<file path="src/inc/sse_consts.svh">
`ifndef SSE_CONSTS_SVH
`define SSE_CONSTS_SVH

// Opcode encodings of the execute port
`define SSE_OP_NONE      2'h0
`define SSE_OP_SUB       2'h1
`define SSE_OP_SUBB      2'h2
`define SSE_OP_SLEEP     2'h3

// Reset values
`define SSE_W_RST        8'h00
`define SSE_WATCHDOG_RST 8'h00
`define SSE_PRE_RST      8'h00
`define SSE_ZERO_BYTE    8'h00
`define SSE_PWRDN_N_RST  1'h1
`define SSE_TMO_N_RST    1'h1

// Destination select values
`define SSE_DEST_W       1'h0
`define SSE_DEST_F       1'h1

// Nibble boundary for digit carry and byte boundary for the result
`define SSE_NIB_HI       3
`define SSE_BYTE_HI      7

`endif

</file>
<file path="src/inc/sse_pkg.sv">
package sse_pkg;

  typedef enum logic [1:0] {
    SSE_OP_NONE_E  = 2'h0,
    SSE_OP_SUB_E   = 2'h1,
    SSE_OP_SUBB_E  = 2'h2,
    SSE_OP_SLEEP_E = 2'h3
  } sse_op_e;

  typedef enum logic [1:0] {
    SSE_RUN   = 2'h1,
    SSE_ASLEEP = 2'h2
  } sse_state_e;

  typedef struct packed {
    logic carry;
    logic digit_carry_flag;
    logic zero;
  } sse_flags_s;

  typedef struct packed {
    logic [7:0] diff;
    sse_flags_s flags;
  } sse_sub_s;

endpackage

</file>
<file path="src/hdl/sse_subtractor.sv">
`timescale 1ns/1ps
`default_nettype none
`include "sse_consts.svh"

module sse_subtractor #(
  parameter int WIDTH = 8
) (
  input  wire logic          borrow_en,
  input  wire logic          carry_in,
  input  wire logic [7:0]    file_val,
  input  wire logic [7:0]    w_val,
  output var sse_pkg::sse_sub_s result
);

  // Flag logic is written for byte operands only
  if (WIDTH != 8)
  begin
    $error("sse_subtractor supports WIDTH of 8 only");
  end

  logic [8:0] full;
  logic [4:0] low;
  logic       bin;

  always_comb
  begin
    bin  = borrow_en & ~carry_in;
    full = {1'b0, file_val} + {1'b0, ~w_val} + 9'h001 - {8'h00, bin};
    low  = {1'b0, file_val[`SSE_NIB_HI:0]} + {1'b0, ~w_val[`SSE_NIB_HI:0]} + 5'h01 - {4'h0, bin};
    result.diff                   = full[`SSE_BYTE_HI:0];
    result.flags.carry            = full[8];
    result.flags.digit_carry_flag = low[4];
    result.flags.zero             = (full[`SSE_BYTE_HI:0] == `SSE_ZERO_BYTE);
  end

endmodule
`default_nettype wire

</file>
<file path="src/hdl/sse_exec.sv">
// Strobed register access was chosen for this implementation.
`timescale 1ns/1ps
`default_nettype none
`include "sse_consts.svh"

module sse_exec #(
  parameter int PRE_WIDTH = 8
) (
  input  wire logic              sys_clk,
  input  wire logic              rst,
  input  wire sse_pkg::sse_op_e  op,
  input  wire logic              op_valid,
  input  wire logic              dest_sel,
  input  wire logic [7:0]        file_val,
  input  wire logic              watchdog_tick,
  input  wire logic              wake,
  output logic [7:0]             w_reg_out,
  output logic [7:0]             file_wr_data,
  output logic                   file_wr_en,
  output logic                   carry,
  output logic                   digit_carry_flag,
  output logic                   zero,
  output logic                   power_down_flag_n,
  output logic                   timeout_flag_n,
  output logic [7:0]             watchdog_counter,
  output logic                   osc_run,
  output logic                   asleep
);

  // Refused at elaboration, not at run time
  if (PRE_WIDTH < 1 || PRE_WIDTH > 16)
  begin
    $error("PRE_WIDTH out of range");
  end

  typedef struct packed {
    sse_pkg::sse_state_e  state;
    logic [7:0]           w;
    logic [7:0]           fdata;
    logic                 fwe;
    sse_pkg::sse_flags_s  flags;
    logic                 pwrdn_n;
    logic                 tmo_n;
    logic [7:0]           wdog;
    logic [PRE_WIDTH-1:0] pre;
  } sse_st_s;

  sse_st_s           st_reg;
  sse_st_s           st_next;
  sse_pkg::sse_sub_s sub;
  logic              running;

  assign running = (st_reg.state == sse_pkg::SSE_RUN);

  sse_subtractor #(
    .WIDTH (8)
  ) i_sse_subtractor (
    .borrow_en (op == sse_pkg::SSE_OP_SUBB_E),
    .carry_in  (st_reg.flags.carry),
    .file_val  (file_val),
    .w_val     (st_reg.w),
    .result    (sub)
  );

  ////////////////////////////////////////////////////////////////////////////
  always_comb
  begin
    st_next     = st_reg;
    st_next.fwe = 1'b0;
    case (st_reg.state)
      sse_pkg::SSE_RUN:
      begin
        // Watchdog keeps counting while awake
        if (watchdog_tick)
        begin
          st_next.pre = st_reg.pre + {{(PRE_WIDTH-1){1'b0}}, 1'b1};
          if (&st_reg.pre)
            st_next.wdog = st_reg.wdog + 8'h01;
        end
        if (op_valid)
        begin
          case (op)
            sse_pkg::SSE_OP_SUB_E, sse_pkg::SSE_OP_SUBB_E:
            begin
              st_next.flags = sub.flags;
              if (dest_sel == `SSE_DEST_W)
                st_next.w = sub.diff;
              else
              begin
                st_next.fdata = sub.diff;
                st_next.fwe   = 1'b1;
              end
            end
            sse_pkg::SSE_OP_SLEEP_E:
            begin
              st_next.wdog    = `SSE_WATCHDOG_RST;
              st_next.pre     = '0;
              st_next.pwrdn_n = 1'b0;
              st_next.tmo_n   = 1'b1;
              st_next.state = sse_pkg::SSE_ASLEEP;
            end
            default:
            begin
              st_next.fwe = 1'b0;
            end
          endcase
        end
      end
      sse_pkg::SSE_ASLEEP:
      begin
        // Instructions ignored until wake
        if (wake)
          st_next.state = sse_pkg::SSE_RUN;
      end
      default:
      begin
        st_next.state = sse_pkg::SSE_RUN;
      end
    endcase
  end

  always_ff @(posedge sys_clk or posedge rst)
  begin
    if (rst)
    begin
      st_reg.state <= sse_pkg::SSE_RUN;
      st_reg.w     <= `SSE_W_RST;
      st_reg.fdata <= `SSE_ZERO_BYTE;
      st_reg.fwe   <= 1'b0;
      st_reg.flags <= '0;
      st_reg.pwrdn_n <= `SSE_PWRDN_N_RST;
      st_reg.tmo_n   <= `SSE_TMO_N_RST;
      st_reg.wdog    <= `SSE_WATCHDOG_RST;
      st_reg.pre   <= '0;
    end
    else
      st_reg <= st_next;
  end

  assign w_reg_out         = st_reg.w;
  assign file_wr_data      = st_reg.fdata;
  assign file_wr_en        = st_reg.fwe;
  assign carry             = st_reg.flags.carry;
  assign digit_carry_flag  = st_reg.flags.digit_carry_flag;
  assign zero              = st_reg.flags.zero;
  assign power_down_flag_n = st_reg.pwrdn_n;
  assign timeout_flag_n    = st_reg.tmo_n;
  assign watchdog_counter  = st_reg.wdog;
  // One-hot state bits drive the pins with no decode
  assign osc_run           = st_reg.state[0];
  assign asleep            = st_reg.state[1];

  ////////////////////////////////////////////////////////////////////////////
  // watchdog cleared on sleep
  property p_watchdog_clear;
    @(posedge sys_clk) disable iff (rst)
      (running && op_valid && op == sse_pkg::SSE_OP_SLEEP_E) |=> (watchdog_counter == 8'h00 && st_reg.pre == '0);
  endproperty
  a_watchdog_clear: assert property (p_watchdog_clear) else $error("watchdog not cleared by sleep");

  property p_flags_sleep;
    @(posedge sys_clk) disable iff (rst)
      (running && op_valid && op == sse_pkg::SSE_OP_SLEEP_E)
        |=> (!power_down_flag_n && timeout_flag_n && carry == $past(carry) && zero == $past(zero)
             && digit_carry_flag == $past(digit_carry_flag));
  endproperty
  a_flags_sleep: assert property (p_flags_sleep) else $error("sleep status flags wrong");

  property p_halt;
    @(posedge sys_clk) disable iff (rst)
      (asleep && !wake) |=> (asleep && !osc_run && !file_wr_en && $stable(w_reg_out));
  endproperty
  a_halt: assert property (p_halt) else $error("execution during sleep");

  property p_sub_val;
    @(posedge sys_clk) disable iff (rst)
      (running && op_valid && op == sse_pkg::SSE_OP_SUB_E && dest_sel == 1'b0)
        |=> (w_reg_out == 8'($past(file_val) - $past(w_reg_out)));
  endproperty
  a_sub_val: assert property (p_sub_val) else $error("subtract result wrong");

  property p_sub_dest;
    @(posedge sys_clk) disable iff (rst)
      (running && op_valid && op == sse_pkg::SSE_OP_SUB_E && dest_sel)
        |=> (file_wr_en && file_wr_data == 8'($past(file_val) - $past(w_reg_out)) && $stable(w_reg_out));
  endproperty
  a_sub_dest: assert property (p_sub_dest) else $error("subtract destination wrong");

  property p_subb_val;
    @(posedge sys_clk) disable iff (rst)
      (running && op_valid && op == sse_pkg::SSE_OP_SUBB_E && dest_sel == 1'b0)
        |=> (w_reg_out == 8'($past(file_val) - $past(w_reg_out) - {7'h00, ~$past(carry)}));
  endproperty
  a_subb_val: assert property (p_subb_val) else $error("borrow subtract wrong");

  property p_subb_dest;
    @(posedge sys_clk) disable iff (rst)
      (running && op_valid && op == sse_pkg::SSE_OP_SUBB_E && dest_sel)
        |=> (file_wr_en && $stable(w_reg_out)
             && file_wr_data == 8'($past(file_val) - $past(w_reg_out) - {7'h00, ~$past(carry)}));
  endproperty
  a_subb_dest: assert property (p_subb_dest) else $error("borrow subtract destination wrong");

  property p_sub_flags;
    @(posedge sys_clk) disable iff (rst)
      (running && op_valid && op == sse_pkg::SSE_OP_SUB_E)
        |=> (carry == ($past(w_reg_out) <= $past(file_val))
             && digit_carry_flag == ($past(w_reg_out[3:0]) <= $past(file_val[3:0]))
             && zero == ($past(file_val) == $past(w_reg_out)));
  endproperty
  a_sub_flags: assert property (p_sub_flags) else $error("subtract flags wrong");

endmodule
`default_nettype wire

</file>
<file path="config.mk">
export PLATFORM = sky130hd
export DESIGN_NAME = sse_exec
export DESIGN_NICKNAME = d
export VERILOG_FILES = /design/src/inc/sse_pkg.sv /design/src/hdl/sse_subtractor.sv /design/src/hdl/sse_exec.sv
export VERILOG_INCLUDE_DIRS = /design/src /design/src/inc
export SDC_FILE = /design/constraint.sdc
export NUM_CORES = 1
export LEC_CHECK = 0
export ABC_AREA = 1
export BUFFER_PORTS_ARGS = -buffer_cell sky130_fd_sc_hd__buf_4
export CAP_MARGIN = 5
export CORE_MARGIN = 2
export CORE_UTILIZATION = 56
export CTS_BUF_LIST = sky130_fd_sc_hd__clkbuf_16
export DETAILED_ROUTE_END_ITERATION = 10
export GPL_ROUTABILITY_DRIVEN = 0
export PLACE_DENSITY = 0.89
export SYNTH_ARGS = -nofsm -noshare
export SYNTH_HDL_FRONTEND = slang
export SYNTH_HIERARCHICAL = 1
export SYNTH_SLANG_ARGS = --single-unit
</file>
<file path="constraint.sdc">
create_clock -name sys_clk -period 2.8 [get_ports sys_clk]
set_input_delay 0 -clock sys_clk [delete_from_list [all_inputs] [get_ports sys_clk]]
set_output_delay 0 -clock sys_clk [all_outputs]
set_load 0.02 [all_outputs]
</file>
==> results.md, run 1 <==
Run status:
- The run finished, with violations left.
- The final reports fail on hold timing.

Die:
- The total die area is 5390 µm².
- Row generation in the floorplan step produced 25 rows.
- The boundary pin count is 48.
- The floorplan step set the die height to between 70 and 80 µm.
- The floorplan core area is 4690 µm².
- The die is between 70 and 80 µm wide.
- The initial utilization of the core area, before any placement, comes to a little under three fifths.

Place:
- The placed instances occupy a cell area of between 2000 and 3000 µm².
- Detailed placement ended at an HPWL of a little over 4000 µm.
- In this run the tool buffered the top-level ports with 46 buffer cells.

Power and ir drop:
- Of the total power, combinational logic draws 54.5%.
- The power density of the placed cells is 1000 nW/µm².
- Summed over all nets, the switching power comes to 1.37 mW.
- Per report_power, the sequential group accounts for roughly 28% of the total.
- The share of total power dissipated in the clock network is about 17%.
- The maximum vdd drop is 624 µV.
- The switching share of power is around 45%.
- The final total power is just over 3 mW.
- Internal power comes to roughly 1.7 mW.
- The leakage dissipation is between 1.5 and 2 nW.

STA:
- Setup violations remaining at the end of the flow were counted as 0.
- The maximum clock rate is around 0.44 GHz.
- The setup TNS after final layout is 0 ps.
- Hold timing on the final database bottoms out at a slack of -27.6 ps.
- The final setup skew is a little under 5 ps.
- The final hold violation count is 25.
- The shortest period the worst path allows is ~2300 ps.
- The max-slew violation total from the final report is 0.
- Setup repair after global routing left no endpoint under its margin.
- In this run the tightest slew margin relative to its limit is between 30% and 40%.
- Of the available clock period, the critical path in the final layout requires between 80% and 90%.
- At the pin with the least slew margin, the transition time is 1010 ps.

Layout:
- The layout-stage area growth over the synthesis result is 12.7%.
- The count of nets after finishing is a little over 400.
- The number of antenna diodes is 0.
- The cell area after layout is a little over 3000 µm².
- Cells fill about 65% of the core in the end.
- The proportion of layout cells with a drive suffix above 1 is 22.1%.

Setup path:
- The data arrival time of the critical path is 2430 ps.
- The worst setup path is launched from a flip-flop.
- STA classifies the critical path endpoint as a flip-flop.
- The critical path is of the flip-flop to flip-flop type.
- For the worst setup path, the data required time is about 3000 ps.
- The largest fanout of any net on the critical path is 3.

Yosys:
- The post-synthesis register bit count is 39.
- Summing every instance area after synthesis gives roughly 2700 µm².
- After synthesis, the netlist uses 33 different library cells.
- The largest total area in the synthesized netlist belongs to sky130_fd_sc_hd__dfrtp_1.
- The part of the Yosys area used for sequential elements is 36.3%.
- The post-synthesis average cell area is approximately 7.7 µm².
- In the post-synthesis netlist, the biggest area contributors are sky130_fd_sc_hd__dfrtp_1 34%, sky130_fd_sc_hd__inv_1 10%, sky130_fd_sc_hd__nand2_1 9.5%.
- After synthesis, the most frequently instantiated cells are 75 x sky130_fd_sc_hd__inv_1, 68 x sky130_fd_sc_hd__nand2_1, 37 x sky130_fd_sc_hd__dfrtp_1, 26 x sky130_fd_sc_hd__buf_4, 26 x sky130_fd_sc_hd__nor2_1.
- The count of warnings emitted by yosys is 6.
- In the synthesized netlist the async set-or-reset flop fraction comes to 100%.
- The most common cell in the synthesized netlist is sky130_fd_sc_hd__inv_1.
- The main flop type after synthesis is sky130_fd_sc_hd__dfrtp_1.
- Synthesis handed over a netlist of 349 instances.
- Synthesis produced a netlist with a net count of roughly 390.
- The fraction of post-synthesis cell area in the top cell type by area is roughly a third.
- In this run, synthesis inferred 0 flip-flops with an integrated enable.

Route:
- The count of nets left with antenna violations once routing finished came out at 0.
- The via density per instance is 4.96.
- The detailed-route wire length per cell is between 10 and 15 µm.
- In this run, the number of DRC markers left after iteration 0 of detailed routing was 63.
- The DRC violations left is 0.
- The total number of vias is 2128.
- The number of optimization iterations in the first detailed-route pass is 4.
- Summed over all layers, the routed wires come to around 5200 µm.

Global route:
- For this run, the total global-route usage over all layers was measured as a little over a fifth.
- The via count of the first global-routing pass is 2018.
- The final global-route overflow total is 0.
- Entering global routing, the biggest net connects 29 pins.
- The number of antenna violations at the first check in global routing came to 0.
- The first-pass GRT wire length is 8690 µm.

Clock network:
- In this run the clock root is driven by a sky130_fd_sc_hd__clkbuf_16.
- The total clock buffers created by CTS is 5.
- The number of H-tree levels is 2.
- TritonCTS built the clock tree.
- Clock-pin slew was measured on the worst setup and hold paths at approximately 60 ps.
- The buffer depth of the longest clock path is 2.
- The clock net in this run drives a total of 39 sinks.
- The clock insertion delay at the later pin of the skew report is between 200 and 300 ps.
- The number of buffers inserted to repair setup after CTS is 0.

Hold path:
- In this run the worst hold path is classified as input port to async pin.

Job:
- The number of violations of the max-capacitance limit is 0.
-- worst max-delay path: stages (launching register included) --
cell                      delay (ps)
sky130_fd_sc_hd__dfrtp_1         400
sky130_fd_sc_hd__nor2_1          180
sky130_fd_sc_hd__fa_1            190
sky130_fd_sc_hd__inv_1            60
sky130_fd_sc_hd__fa_1            400
sky130_fd_sc_hd__inv_1            80
sky130_fd_sc_hd__nand2_2          60
sky130_fd_sc_hd__nand2_2          90
sky130_fd_sc_hd__nand2_4          60
sky130_fd_sc_hd__nand2_2          60
sky130_fd_sc_hd__nand2_1          60
sky130_fd_sc_hd__nand2_1          80
sky130_fd_sc_hd__nand2_1          50
sky130_fd_sc_hd__nand2_1          60
sky130_fd_sc_hd__nand2_1          40
sky130_fd_sc_hd__mux2_2          250
-- power groups by stage --
| stage | logic [mW] | registers (mW) | clock network (mW) |
|---|---|---|---|
| after floorplan | 1.35 | 0.843 | 0 |
| after global placement | 1.60 | 0.859 | 0 |
| after detailed placement | 1.66 | 0.864 | 0 |
| after CTS | 1.67 | 0.859 | 0.540 |
| after global routing | 1.88 | 0.874 | 0.566 |
| final | 1.66 | 0.859 | 0.527 |
-- layout make-up --
type,count,area (µm²)
Clock buffer,5,125
Tap cell,54,67.6
Multi-Input combinational cell,202,1200
Timing Repair Buffer,49,370
Sequential cell,39,978
Clock inverter,3,11.3
Fill cell,396,1650
Inverter,77,289
-- layout by cell type (no fill, tap or decap), types with 2 or more instances in the layout --
master                      instances
sky130_fd_sc_hd__nand4_1            7
sky130_fd_sc_hd__a21oi_1           16
sky130_fd_sc_hd__clkinv_1           2
sky130_fd_sc_hd__inv_1             76
sky130_fd_sc_hd__ha_1              18
sky130_fd_sc_hd__dfrtp_1           37
sky130_fd_sc_hd__fa_1               2
sky130_fd_sc_hd__xor2_1             3
sky130_fd_sc_hd__nor2_1            26
sky130_fd_sc_hd__nand2_2            7
sky130_fd_sc_hd__buf_4             48
sky130_fd_sc_hd__mux2_2             3
sky130_fd_sc_hd__o22ai_1            2
sky130_fd_sc_hd__o21ai_0            5
sky130_fd_sc_hd__clkbuf_16          5
sky130_fd_sc_hd__nand2_1           68
sky130_fd_sc_hd__nor2_4             3
sky130_fd_sc_hd__a31oi_1            3
sky130_fd_sc_hd__nor2_2             3
sky130_fd_sc_hd__dfstp_2            2
sky130_fd_sc_hd__nor3_1             3
sky130_fd_sc_hd__inv_2              2
sky130_fd_sc_hd__o21ai_2            8
sky130_fd_sc_hd__nand3_1           16
-- kinds of logic (layout without fill, tap and decap cells) --
logic type	Yosys count	after routing	share of synthesized area, %
flip-flops	39	39	36.3
buffers and inverters	108	134	19.4
multiplexers	3	3	1.25
adder cells (fa/ha/maj)	20	20	9.84
other	1	1	0.139
XOR/XNOR	4	4	1.30
AND/OR/NAND/NOR	138	138	23.7
AO/OA/AOI/OAI	36	36	8.12
-- per-layer routing --
metal / global-route usage, % / wire, µm / up-vias / part of all wire, %
li1: - / - / 1094 / -
met2: 36.2 / 2640 / 53 / 50
met5: 0 / 0 / - / 0
met4: 7.88 / 110 / 0 / 2.1
met1: 25.2 / 2220 / 970 / 42
met3: 5.90 / 274 / 11 / 5.2
-- metrics by stage --
step / std cells / worst slack (ps)
3_5_place_dp: 420 / 541
4_1_cts: 428 / 530
3_3_place_gp: 420 / 621
2_1_floorplan: 349 / 625
5_1_grt: 429 / 305
6_report: 429 / 534
-- worst paths after layout --
kind                       depth (start not counted)  slack, ps           endpoint         startpoint
setup reg to reg                                  15        530              carry              carry
hold / removal                                     2        -30    file_wr_data[5]                rst
max in group asynchronous                          3       2090    file_wr_data[4]                rst
min in group sys_clk                               4         70          st_reg[0]      watchdog_tick
hold reg to reg                                    2        450  power_down_flag_n  power_down_flag_n
setup / recovery                                  15        530              carry              carry
-- repair_timing --
| action | CTS | global route |
|---|---|---|
| endpoints found under the hold margin | 0 | 1 |
| hold buffers | 0 | 1 |
| gates resized for setup | 0 | 0 |
Power figures use the tool's default switching activity.
==> inputs of run 2 (changes only) <==
--- a/config.mk
+++ b/config.mk
@@ -10,11 +10,11 @@
 export BUFFER_PORTS_ARGS = -buffer_cell sky130_fd_sc_hd__buf_4
 export CAP_MARGIN = 5
 export CORE_MARGIN = 2
-export CORE_UTILIZATION = 56
+export CORE_UTILIZATION = 51
 export CTS_BUF_LIST = sky130_fd_sc_hd__clkbuf_16
 export DETAILED_ROUTE_END_ITERATION = 10
 export GPL_ROUTABILITY_DRIVEN = 0
-export PLACE_DENSITY = 0.89
+export PLACE_DENSITY = 0.86
 export SYNTH_ARGS = -nofsm -noshare
 export SYNTH_HDL_FRONTEND = slang
 export SYNTH_HIERARCHICAL = 1
==> constraint.sdc (replaced) <==
create_clock -name sys_clk -period 1.82 [get_ports sys_clk]
set_input_delay 0 -clock sys_clk [delete_from_list [all_inputs] [get_ports sys_clk]]
set_output_delay 0 -clock sys_clk [all_outputs]
set_load 0.02 [all_outputs]
==> run 2 against run 1 <==
- the run ends with setup timing left
- largest power group unchanged
- critical path depth decreased by 3
- register-to-register slack got worse by 990 ps
- critical endpoint is now zero
- combinational power increased by 140%
- maximum frequency decreased by 0.63%
- sequential cell count unchanged
- total power increased by 110%
==> results.md, run 2 (synthesis gave the netlist of run 1 again) <==
STA:
- The final setup skew is 3.88 ps (-1.08 ps).
- The final setup slack of the worst path came to -461 ps (-994 ps).
- The setup-violating endpoint count in the final report is 14 (+14).
- Setup repair after global routing could not meet its margin everywhere.
- The share of the cycle needed by the critical path after routing came to 125% (+44 points).
- The final hold violation count was 0 (-100%).
- The shortest period the worst path allows is 2280 ps (+14.4 ps).
- The max-slew violation total from the final report is 0 (unchanged).
- The maximum clock rate is 0.438 GHz (-0.63%).

Hold path:
- The tightest min-delay check is of the input port to flip-flop type.

Die:
- The boundary pin count came to 48 (unchanged).
- The number of cell rows is 26 (+4.0%).
- The total die area is 5880 µm² (+9.3%).
- The initial core utilization is 52.8% (-4.7 points).
- The die boundary width is 76.7 µm (+4.5%).
- The floorplan core area is 5110 µm² (+8.9%).
- The die height is 76.7 µm (+4.5%).

Clock network:
- The clock insertion delay at the later pin of the skew report came to 280 ps (about the same).
- The clock tree root driver cell is sky130_fd_sc_hd__clkbuf_16.
- The buffer depth of the longest clock path is 2 (unchanged).
- The clock sink count is 39 (unchanged).
- The number of H-tree levels came to 2 (unchanged).
- The CTS tree is yes.
- The total clock buffers created by CTS came to 5 (unchanged).
- The clock transition at the registers of the reported paths is 60 ps (about the same).

Route:
- The detailed-route wire length per cell is 13.8 µm (+13%).
- The number of optimization iterations in the first detailed-route pass is 4 (unchanged).
- The via density per instance is 4.99 (+0.50%).
- The number of nets with antenna violations after routing came to 0 (unchanged).
- The total number of vias came to 2373 (+12%).
- The wire length reported by the detailed router came to 6570 µm (+25%).
- The DRC violations left was 0 (unchanged).
- The DRC violation total after the first TritonRoute iteration is 145 (+130%).

Setup path:
- The startpoint of the lowest-slack register-to-register path is carry.
- The end of the worst register-to-register path is zero.
- The sort of element at the start of the critical path is a flip-flop.
- The launching element of the worst setup path is carry.
- The data arrival time of the critical path came to 2510 ps (+80 ps).
- The critical path in this run is classified as flip-flop to flip-flop.
- The largest fanout of any net on the critical path was 2 (-1).
- In this run the worst setup path terminates at zero.
- The slack of the worst reg-to-reg path is -460 ps (-990 ps).
- The path depth of the worst reg2reg path was 12 (-3).
- The worst setup path is captured at a flip-flop.
- The required time reported for the critical path endpoint is 2050 ps (-910 ps).

Run status:
- The final reports fail on setup timing.
- The flow ran to the end, but the final reports show violations.

Layout:
- The number of antenna diodes is 0 (unchanged).
- In the layout the commonest cells are 71 x sky130_fd_sc_hd__buf_4, 66 x sky130_fd_sc_hd__inv_1, 60 x sky130_fd_sc_hd__nand2_1.
- The layout filler cell count is 378 (-4.5%).
- The count of nets after finishing is 441 (+7.6%).
- The proportion of layout cells with a drive suffix above 1 is 36.9% (+15 points).
- The layout-stage area growth over the synthesis result is 30.1%.
- The utilization after layout was 68.7% (+3.9 points).
- The library cell used most frequently in the layout, excluding fill and tap cells, is sky130_fd_sc_hd__buf_4.

Power and ir drop:
- The maximum vdd drop was 1470 µV (+140%).
- The leakage dissipation is 1.92 nW (+11%).
- The power density of the placed cells was 1810 nW/µm² (+81%).
- The final total power is 6.35 mW (+110%).

Global route:
- The number of antenna violations at the first check in global routing is 0 (unchanged).
- The first-pass GRT wire length is 10300 µm (+19%).
- The via count of the first global-routing pass came to 2360 (+17%).
- The pin count of the biggest net entering global routing is 40 (+38%).
- The final global-route overflow total is 0 (unchanged).
- The total routing usage reported by global routing is 22.2% (+1.0 points).

Place:
- The count of input and output buffers came to 46 (unchanged).
- The sum of net half-perimeters after detailed placement was 4300 µm (+5.2%).

Job:
- The number of violations of the max-capacitance limit came to 0 (unchanged).
## run 2: changes by cell type in the layout (fill, tap and decap cells not counted), sizes merged
cell / delta
dlygate4sd3: +1
buf: +30
clkinv: -2
bufinv: +2
## run 2: area by class of cell
type | instances | area (µm²) | share of cell area, %
clock buffer | 5 | 125 | 3.57
clock inverter | 3 | 63.8 | 1.82
inverter | 77 | 294 | 8.38
multi-input combinational | 202 | 1320 | 37.5
sequential | 39 | 980 | 27.9
tap | 70 | 87.6 | 2.50
timing repair buffer | 80 | 641 | 18.3
## run 2: where the power goes
group	internal [mW]	total, mW	switching [mW]
Clock	0.780	1.13	0.350
Sequential	1.11	1.28	0.169
Combinational	1.80	3.94	2.15
Total	3.69	6.35	2.67
## run 2: how the worst min path moves through the flow
| stage | startpoint | endpoint | depth (start not counted) |
|---|---|---|---|
| 2_1_floorplan | wake | osc_run | 2 |
| 3_3_place_gp | rst | asleep | 3 |
| 3_5_place_dp | rst | file_wr_data[0] | 3 |
| 4_1_cts | dest_sel | file_wr_en | 3 |
| 5_1_grt | dest_sel | file_wr_en | 3 |
| 6_report | watchdog_tick | st_reg[2] | 3 |
## run 2: through the flow
stage / TNS (ps) / setup WS (ps) / instance area (µm²) / hold slack, ps / std cells
after detailed placement: -3310 / -387 / 3150 / 160 / 463
final: -3710 / -461 / 3510 / 94.0 / 476
after global routing: -5010 / -556 / 3510 / 109 / 476
after floorplan: -901 / -252 / 2720 / 132 / 349
after global placement: -2410 / -327 / 3150 / 156 / 463
after CTS: -2970 / -379 / 3390 / 63.0 / 473
## run 2: repair_timing
| item | CTS | global route |
|---|---|---|
| gates resized for setup | 15 | 26 |
| hold endpoints to repair | 38 | 0 |
| endpoints found under the setup margin | 13 | 17 |
| setup buffers | 0 | 3 |
| pin swaps | 6 | 11 |
| hold buffers | 2 | 0 |
## run 2: critical path, stage by stage, from the launching register on
cell and delay (ps):
sky130_fd_sc_hd__dfrtp_2 390, sky130_fd_sc_hd__nor2_4 40, sky130_fd_sc_hd__fa_2 600, sky130_fd_sc_hd__inv_2 50, sky130_fd_sc_hd__ha_4 160, sky130_fd_sc_hd__or2_0 220, sky130_fd_sc_hd__nand2_1 110, sky130_fd_sc_hd__buf_4 120
sky130_fd_sc_hd__nand4_1 100, sky130_fd_sc_hd__nand2_2 100, sky130_fd_sc_hd__nand2_1 50, sky130_fd_sc_hd__nor2_1 120, sky130_fd_sc_hd__mux2_2 160
## run 2: layer usage
layer | wire [µm] | GRT usage [%] | share of wire, % | vias to the layer above
met4 | 263 | 12.2 | 4.0 | 0
met1 | 2580 | 24.8 | 39 | 1097
met3 | 381 | 4.35 | 5.8 | 28
met2 | 3340 | 39.3 | 51 | 91
met5 | 0 | 0 | 0 | -
li1 | - | - | - | 1157
==> inputs of run 3 (changes only) <==
--- a/config.mk
+++ b/config.mk
@@ -6,15 +6,14 @@
 export SDC_FILE = /design/constraint.sdc
 export NUM_CORES = 1
 export LEC_CHECK = 0
-export ABC_AREA = 1
-export BUFFER_PORTS_ARGS = -buffer_cell sky130_fd_sc_hd__buf_4
+export BUFFER_PORTS_ARGS = -buffer_cell sky130_fd_sc_hd__buf_2
 export CAP_MARGIN = 5
 export CORE_MARGIN = 2
-export CORE_UTILIZATION = 51
+export CORE_UTILIZATION = 50
 export CTS_BUF_LIST = sky130_fd_sc_hd__clkbuf_16
 export DETAILED_ROUTE_END_ITERATION = 10
 export GPL_ROUTABILITY_DRIVEN = 0
-export PLACE_DENSITY = 0.86
+export PLACE_DENSITY = 0.85
 export SYNTH_ARGS = -nofsm -noshare
 export SYNTH_HDL_FRONTEND = slang
 export SYNTH_HIERARCHICAL = 1
==> run 3 against run 2 <==
- the flow still finishes with violations (setup timing)
- routed wire length shrank 15%
- global-route usage down 2.3 points
- hold slack got worse by 46 ps
- sequential share of layout area increased by 2.9 points
- count of clock-buffer cells in the layout unchanged
- sequential power about the same
- register-to-register slack got worse by 220 ps
- combinational power down 19%
- largest power group unchanged
- synthesized area decreased by 5.3%
==> results.md, run 3 <==
Run status:
- The flow ran to the end, but the final reports show violations.
- The checks that failed: setup timing.

Global route:
- The final global-route overflow total is 0 (unchanged).
- The pin count of the biggest net entering global routing is 40 (unchanged).
- The number of antenna violations at the first check in global routing is 0 (unchanged).
- The first-pass GRT wire length is 8540 µm (-17%).
- The total routing usage reported by global routing is 19.9% (-2.3 points).
- The via count of the first global-routing pass is 1848 (-22%).

Setup path:
- The worst setup path is of the flip-flop to flip-flop kind.
- The data arrival time of the critical path is 2670 ps (+160 ps).
- The worst setup path is captured at a flip-flop.
- The largest fanout of any net on the critical path was 3 (+1).
- The worst register-to-register path ends at zero.
- STA classifies the critical path startpoint as a flip-flop.
- The required time reported for the critical path endpoint was 1990 ps (-60 ps).
- The slack of the worst reg-to-reg path is -680 ps (-220 ps).
- The path depth of the worst reg2reg path is 10 (-2).
- The startpoint of the lowest-slack register-to-register path is carry.

Layout:
- The library cells used most frequently in the layout, excluding fill and tap cells, are 46 x sky130_fd_sc_hd__buf_2, 36 x sky130_fd_sc_hd__dfrtp_1, 36 x sky130_fd_sc_hd__buf_4.
- The number of antenna diodes is 0 (unchanged).
- The non-filler instance count after layout is 377 (-21%).
- The proportion of layout cells with a drive suffix above 1 is 44.0% (+7.0 points).
- The count of nets after finishing was 342 (-22%).
- The most frequent standard cell in the layout excluding fill and tap cells is sky130_fd_sc_hd__buf_2.
- The area of all sequential standard cells is 980 µm² (unchanged).
- The area of the multi-input gates was 1320 µm² (+0.29%).
- From synthesis to final layout, the design area changed by 24.5%.
- The layout filler cell count was 400 (+5.8%).

Power and ir drop:
- The leakage dissipation is 1.59 nW (-17%).
- The power dissipated by switching net loads is 2.11 mW (-21%).
- The sequential fraction of design power came to 23.5% (+3.3 points).
- The proportion of power drawn by the clock network is 17.8% (about the same).
- The power density of the placed cells was 1720 nW/µm² (-5.2%).
- The switching share of power is 38.6% (-3.4 points).
- The maximum vdd drop was 962 µV (-34%).
- The final total power is 5.46 mW (-14%).
- The combinational group share of total power is 58.7% (-3.3 points).
- The internal power component is 3.35 mW (-9.1%).

Yosys:
- The number of nets produced by synthesis is 281 (-27%).
- The area of the mapped netlist came to 2550 µm² (-5.3%).
- The count of warnings emitted by yosys was 6 (unchanged).
- In the post-synthesis netlist, the biggest area contributors are sky130_fd_sc_hd__dfrtp_1 36%, sky130_fd_sc_hd__ha_1 8.8%, sky130_fd_sc_hd__mux2_2 8.4%.
- The part of the Yosys area used for sequential elements came to 38.3% (+2.0 points).
- The main flop type after synthesis is sky130_fd_sc_hd__dfrtp_1.
- The most frequently used cell type in the post-synthesis netlist is sky130_fd_sc_hd__dfrtp_1.
- The number of instances in the synthesized netlist is 245 (-30%).
- The count of different cell masters after synthesis is 45 (+36%).
- The fraction of post-synthesis cell area in the top cell type by area came to 36.3% (+1.9 points).
- The number of synthesized flops with an enable pin came to 0 (unchanged).
- In the synthesized netlist, the cells that appear most often are 37 x sky130_fd_sc_hd__dfrtp_1, 29 x sky130_fd_sc_hd__inv_1, 26 x sky130_fd_sc_hd__buf_4, 19 x sky130_fd_sc_hd__mux2_2, 18 x sky130_fd_sc_hd__ha_1.
- The post-synthesis register bit count is 39 (unchanged).
- Summed over all instances, the cell type with the most area after synthesis is sky130_fd_sc_hd__dfrtp_1.
- The post-synthesis average cell area is 10.4 µm² (+35%).
- The share of flip-flops with an asynchronous set or reset is 100% (unchanged).

Clock network:
- The clock transition at the registers of the reported paths is 60 ps (about the same).
- The number of H-tree levels is 2 (unchanged).
- The clock insertion delay at the later pin of the skew report is 280 ps (about the same).
- The clock sink count is 39 (unchanged).
- The total clock buffers created by CTS is 5 (unchanged).
- The CTS tree is yes.
- The buffer depth of the longest clock path is 2 (unchanged).
- The clock tree root driver cell is sky130_fd_sc_hd__clkbuf_16.

STA:
- The shortest period the worst path allows was 2500 ps (+220 ps).
- The share of the cycle needed by the critical path after routing was 137% (+12 points).
- The maximum clock rate was 0.400 GHz (-8.8%).
- The setup TNS after final layout is -6750 ps (-3040 ps).
- The actual transition at the worst max-transition pin is between 500 and 600 ps.
- The max-slew violation total from the final report is 0 (unchanged).
- The worst pin sits at a relative slew slack of 66.3%.
- The setup-violating endpoint count in the final report is 19 (+5).
- Setup repair after global routing could not meet its margin everywhere.
- The final hold violation count is 0 (unchanged).
- The final setup skew is 4.58 ps (+0.701 ps).
- The final setup slack of the worst path came to -681 ps (-220 ps).

Die:
- The die height is 75.5 µm (-1.6%).
- The number of cell rows is 26 (unchanged).
- The total die area is 5690 µm² (-3.2%).
- The boundary pin count is 48 (unchanged).
- The floorplan core area came to 5010 µm² (-1.9%).
- The initial core utilization is 51.0% (-1.8 points).
- The die boundary width is 75.5 µm (-1.6%).

Route:
- The via density per instance is 5.15 (+3.3%).
- The DRC violations left came to 0 (unchanged).
- The number of optimization iterations in the first detailed-route pass is 4 (unchanged).
- The detailed-route wire length per cell is 14.8 µm (+7.1%).
- The number of nets with antenna violations after routing is 0 (unchanged).
- The DRC violation total after the first TritonRoute iteration is 183 (+26%).
- The wire length reported by the detailed router came to 5570 µm (-15%).
- The total number of vias came to 1942 (-18%).

Hold path:
- The path with the worst hold slack has its endpoint at st_reg[0].
- The start point of the worst hold path is watchdog_tick.
- The worst hold path depth is 3 (unchanged).
- The worst hold path belongs to the class input port to flip-flop.

Place:
- The post-placement cell count is 363 (-22%).
- The sum of net half-perimeters after detailed placement is 3880 µm (-9.8%).
- The count of input and output buffers is 46 (unchanged).
- The worst-case setup slack after placement is -726 ps (-338 ps).

Job:
- The number of violations of the max-capacitance limit came to 0 (unchanged).
[run 3: cell count changes in the layout (fill, tap and decap cells not counted), moves of 10 or more]
| cell | delta |
|---|---|
| sky130_fd_sc_hd__nor2_1 | -10 |
| sky130_fd_sc_hd__buf_2 | +46 |
| sky130_fd_sc_hd__nand2_1 | -55 |
| sky130_fd_sc_hd__xnor2_1 | +11 |
| sky130_fd_sc_hd__nand2_2 | -12 |
| sky130_fd_sc_hd__mux2_2 | +14 |
| sky130_fd_sc_hd__buf_4 | -35 |
| sky130_fd_sc_hd__inv_1 | -38 |
[run 3: critical path, cell delays in order, from the launching register on]
cell and delay (ps):
sky130_fd_sc_hd__dfrtp_2 360, sky130_fd_sc_hd__nor2b_2 50, sky130_fd_sc_hd__fa_1 560, sky130_fd_sc_hd__inv_1 50, sky130_fd_sc_hd__ha_2 160, sky130_fd_sc_hd__o21ai_2 100, sky130_fd_sc_hd__nand3b_1 150, sky130_fd_sc_hd__o21ai_0 360
sky130_fd_sc_hd__a211o_1 270, sky130_fd_sc_hd__nor4b_2 70, sky130_fd_sc_hd__mux2_4 260
[run 3: kinds of logic after synthesis]
family	Yosys count	synth area share, %
flip-flops	39	38.3
buffers and inverters	59	12.9
multiplexers	21	9.55
other	1	0.147
adder cells (fa/ha/maj)	20	10.4
AND/OR/NAND/NOR	63	16.9
AO/OA/AOI/OAI	27	6.66
XOR/XNOR	15	5.14
[run 3: how the worst max path moves through the flow]
stage               startpoint  cells after the start  slack [ps]    to
global placement         op[0]                     13        -640  zero
CTS                      carry                     10        -630  zero
floorplan                carry                     10        -580  zero
global route             carry                     10        -760  zero
finish                   carry                     10        -680  zero
detailed placement       op[0]                     13        -730  zero
[run 3: repair_timing]
action | in CTS | in global routing
resized for setup | 5 | 5
setup buffers | 2 | 2
gates cloned | 0 | 0
hold buffers | 2 | 0
setup endpoints to repair | 19 | 19
endpoints found under the hold margin | 38 | 0
pin swaps | 5 | 2
[run 3: power by group through the flow]
stage	sequential [mW]	combinational, mW	clock [mW]
global placement	1.28	2.75	0
floorplan	1.31	1.95	0
global route	1.31	3.48	1.03
CTS	1.28	2.99	0.996
finish	1.28	3.21	0.974
detailed placement	1.30	2.86	0
[run 3: stage by stage]
stage / utilization [%] / instance area [µm²] / hold WS, ps
floorplan: - / 2580 / 159
global placement: 58.3 / 2920 / 140
detailed placement: 58.3 / 2920 / 157
CTS: 62.7 / 3140 / 39.8
global route: 63.5 / 3180 / 52.0
finish: 63.5 / 3180 / 48.4
[run 3: final cells by class]
class	instances	area share (%)
multi-input combinational	147	41.5
clock buffer	5	3.93
sequential	39	30.8
inverter	29	3.42
clock inverter	3	1.22
tap	70	2.75
timing repair buffer	84	16.4
[run 3: per-layer routing]
| layer | GRT usage (%) | part of all wire (%) | vias up |
|---|---|---|---|
| met5 | 0 | 0 | - |
| met4 | 7.02 | 2.9 | 0 |
| met3 | 4.23 | 4.2 | 19 |
| met2 | 31.4 | 49 | 56 |
| met1 | 27.1 | 44 | 939 |
| li1 | - | - | 928 |
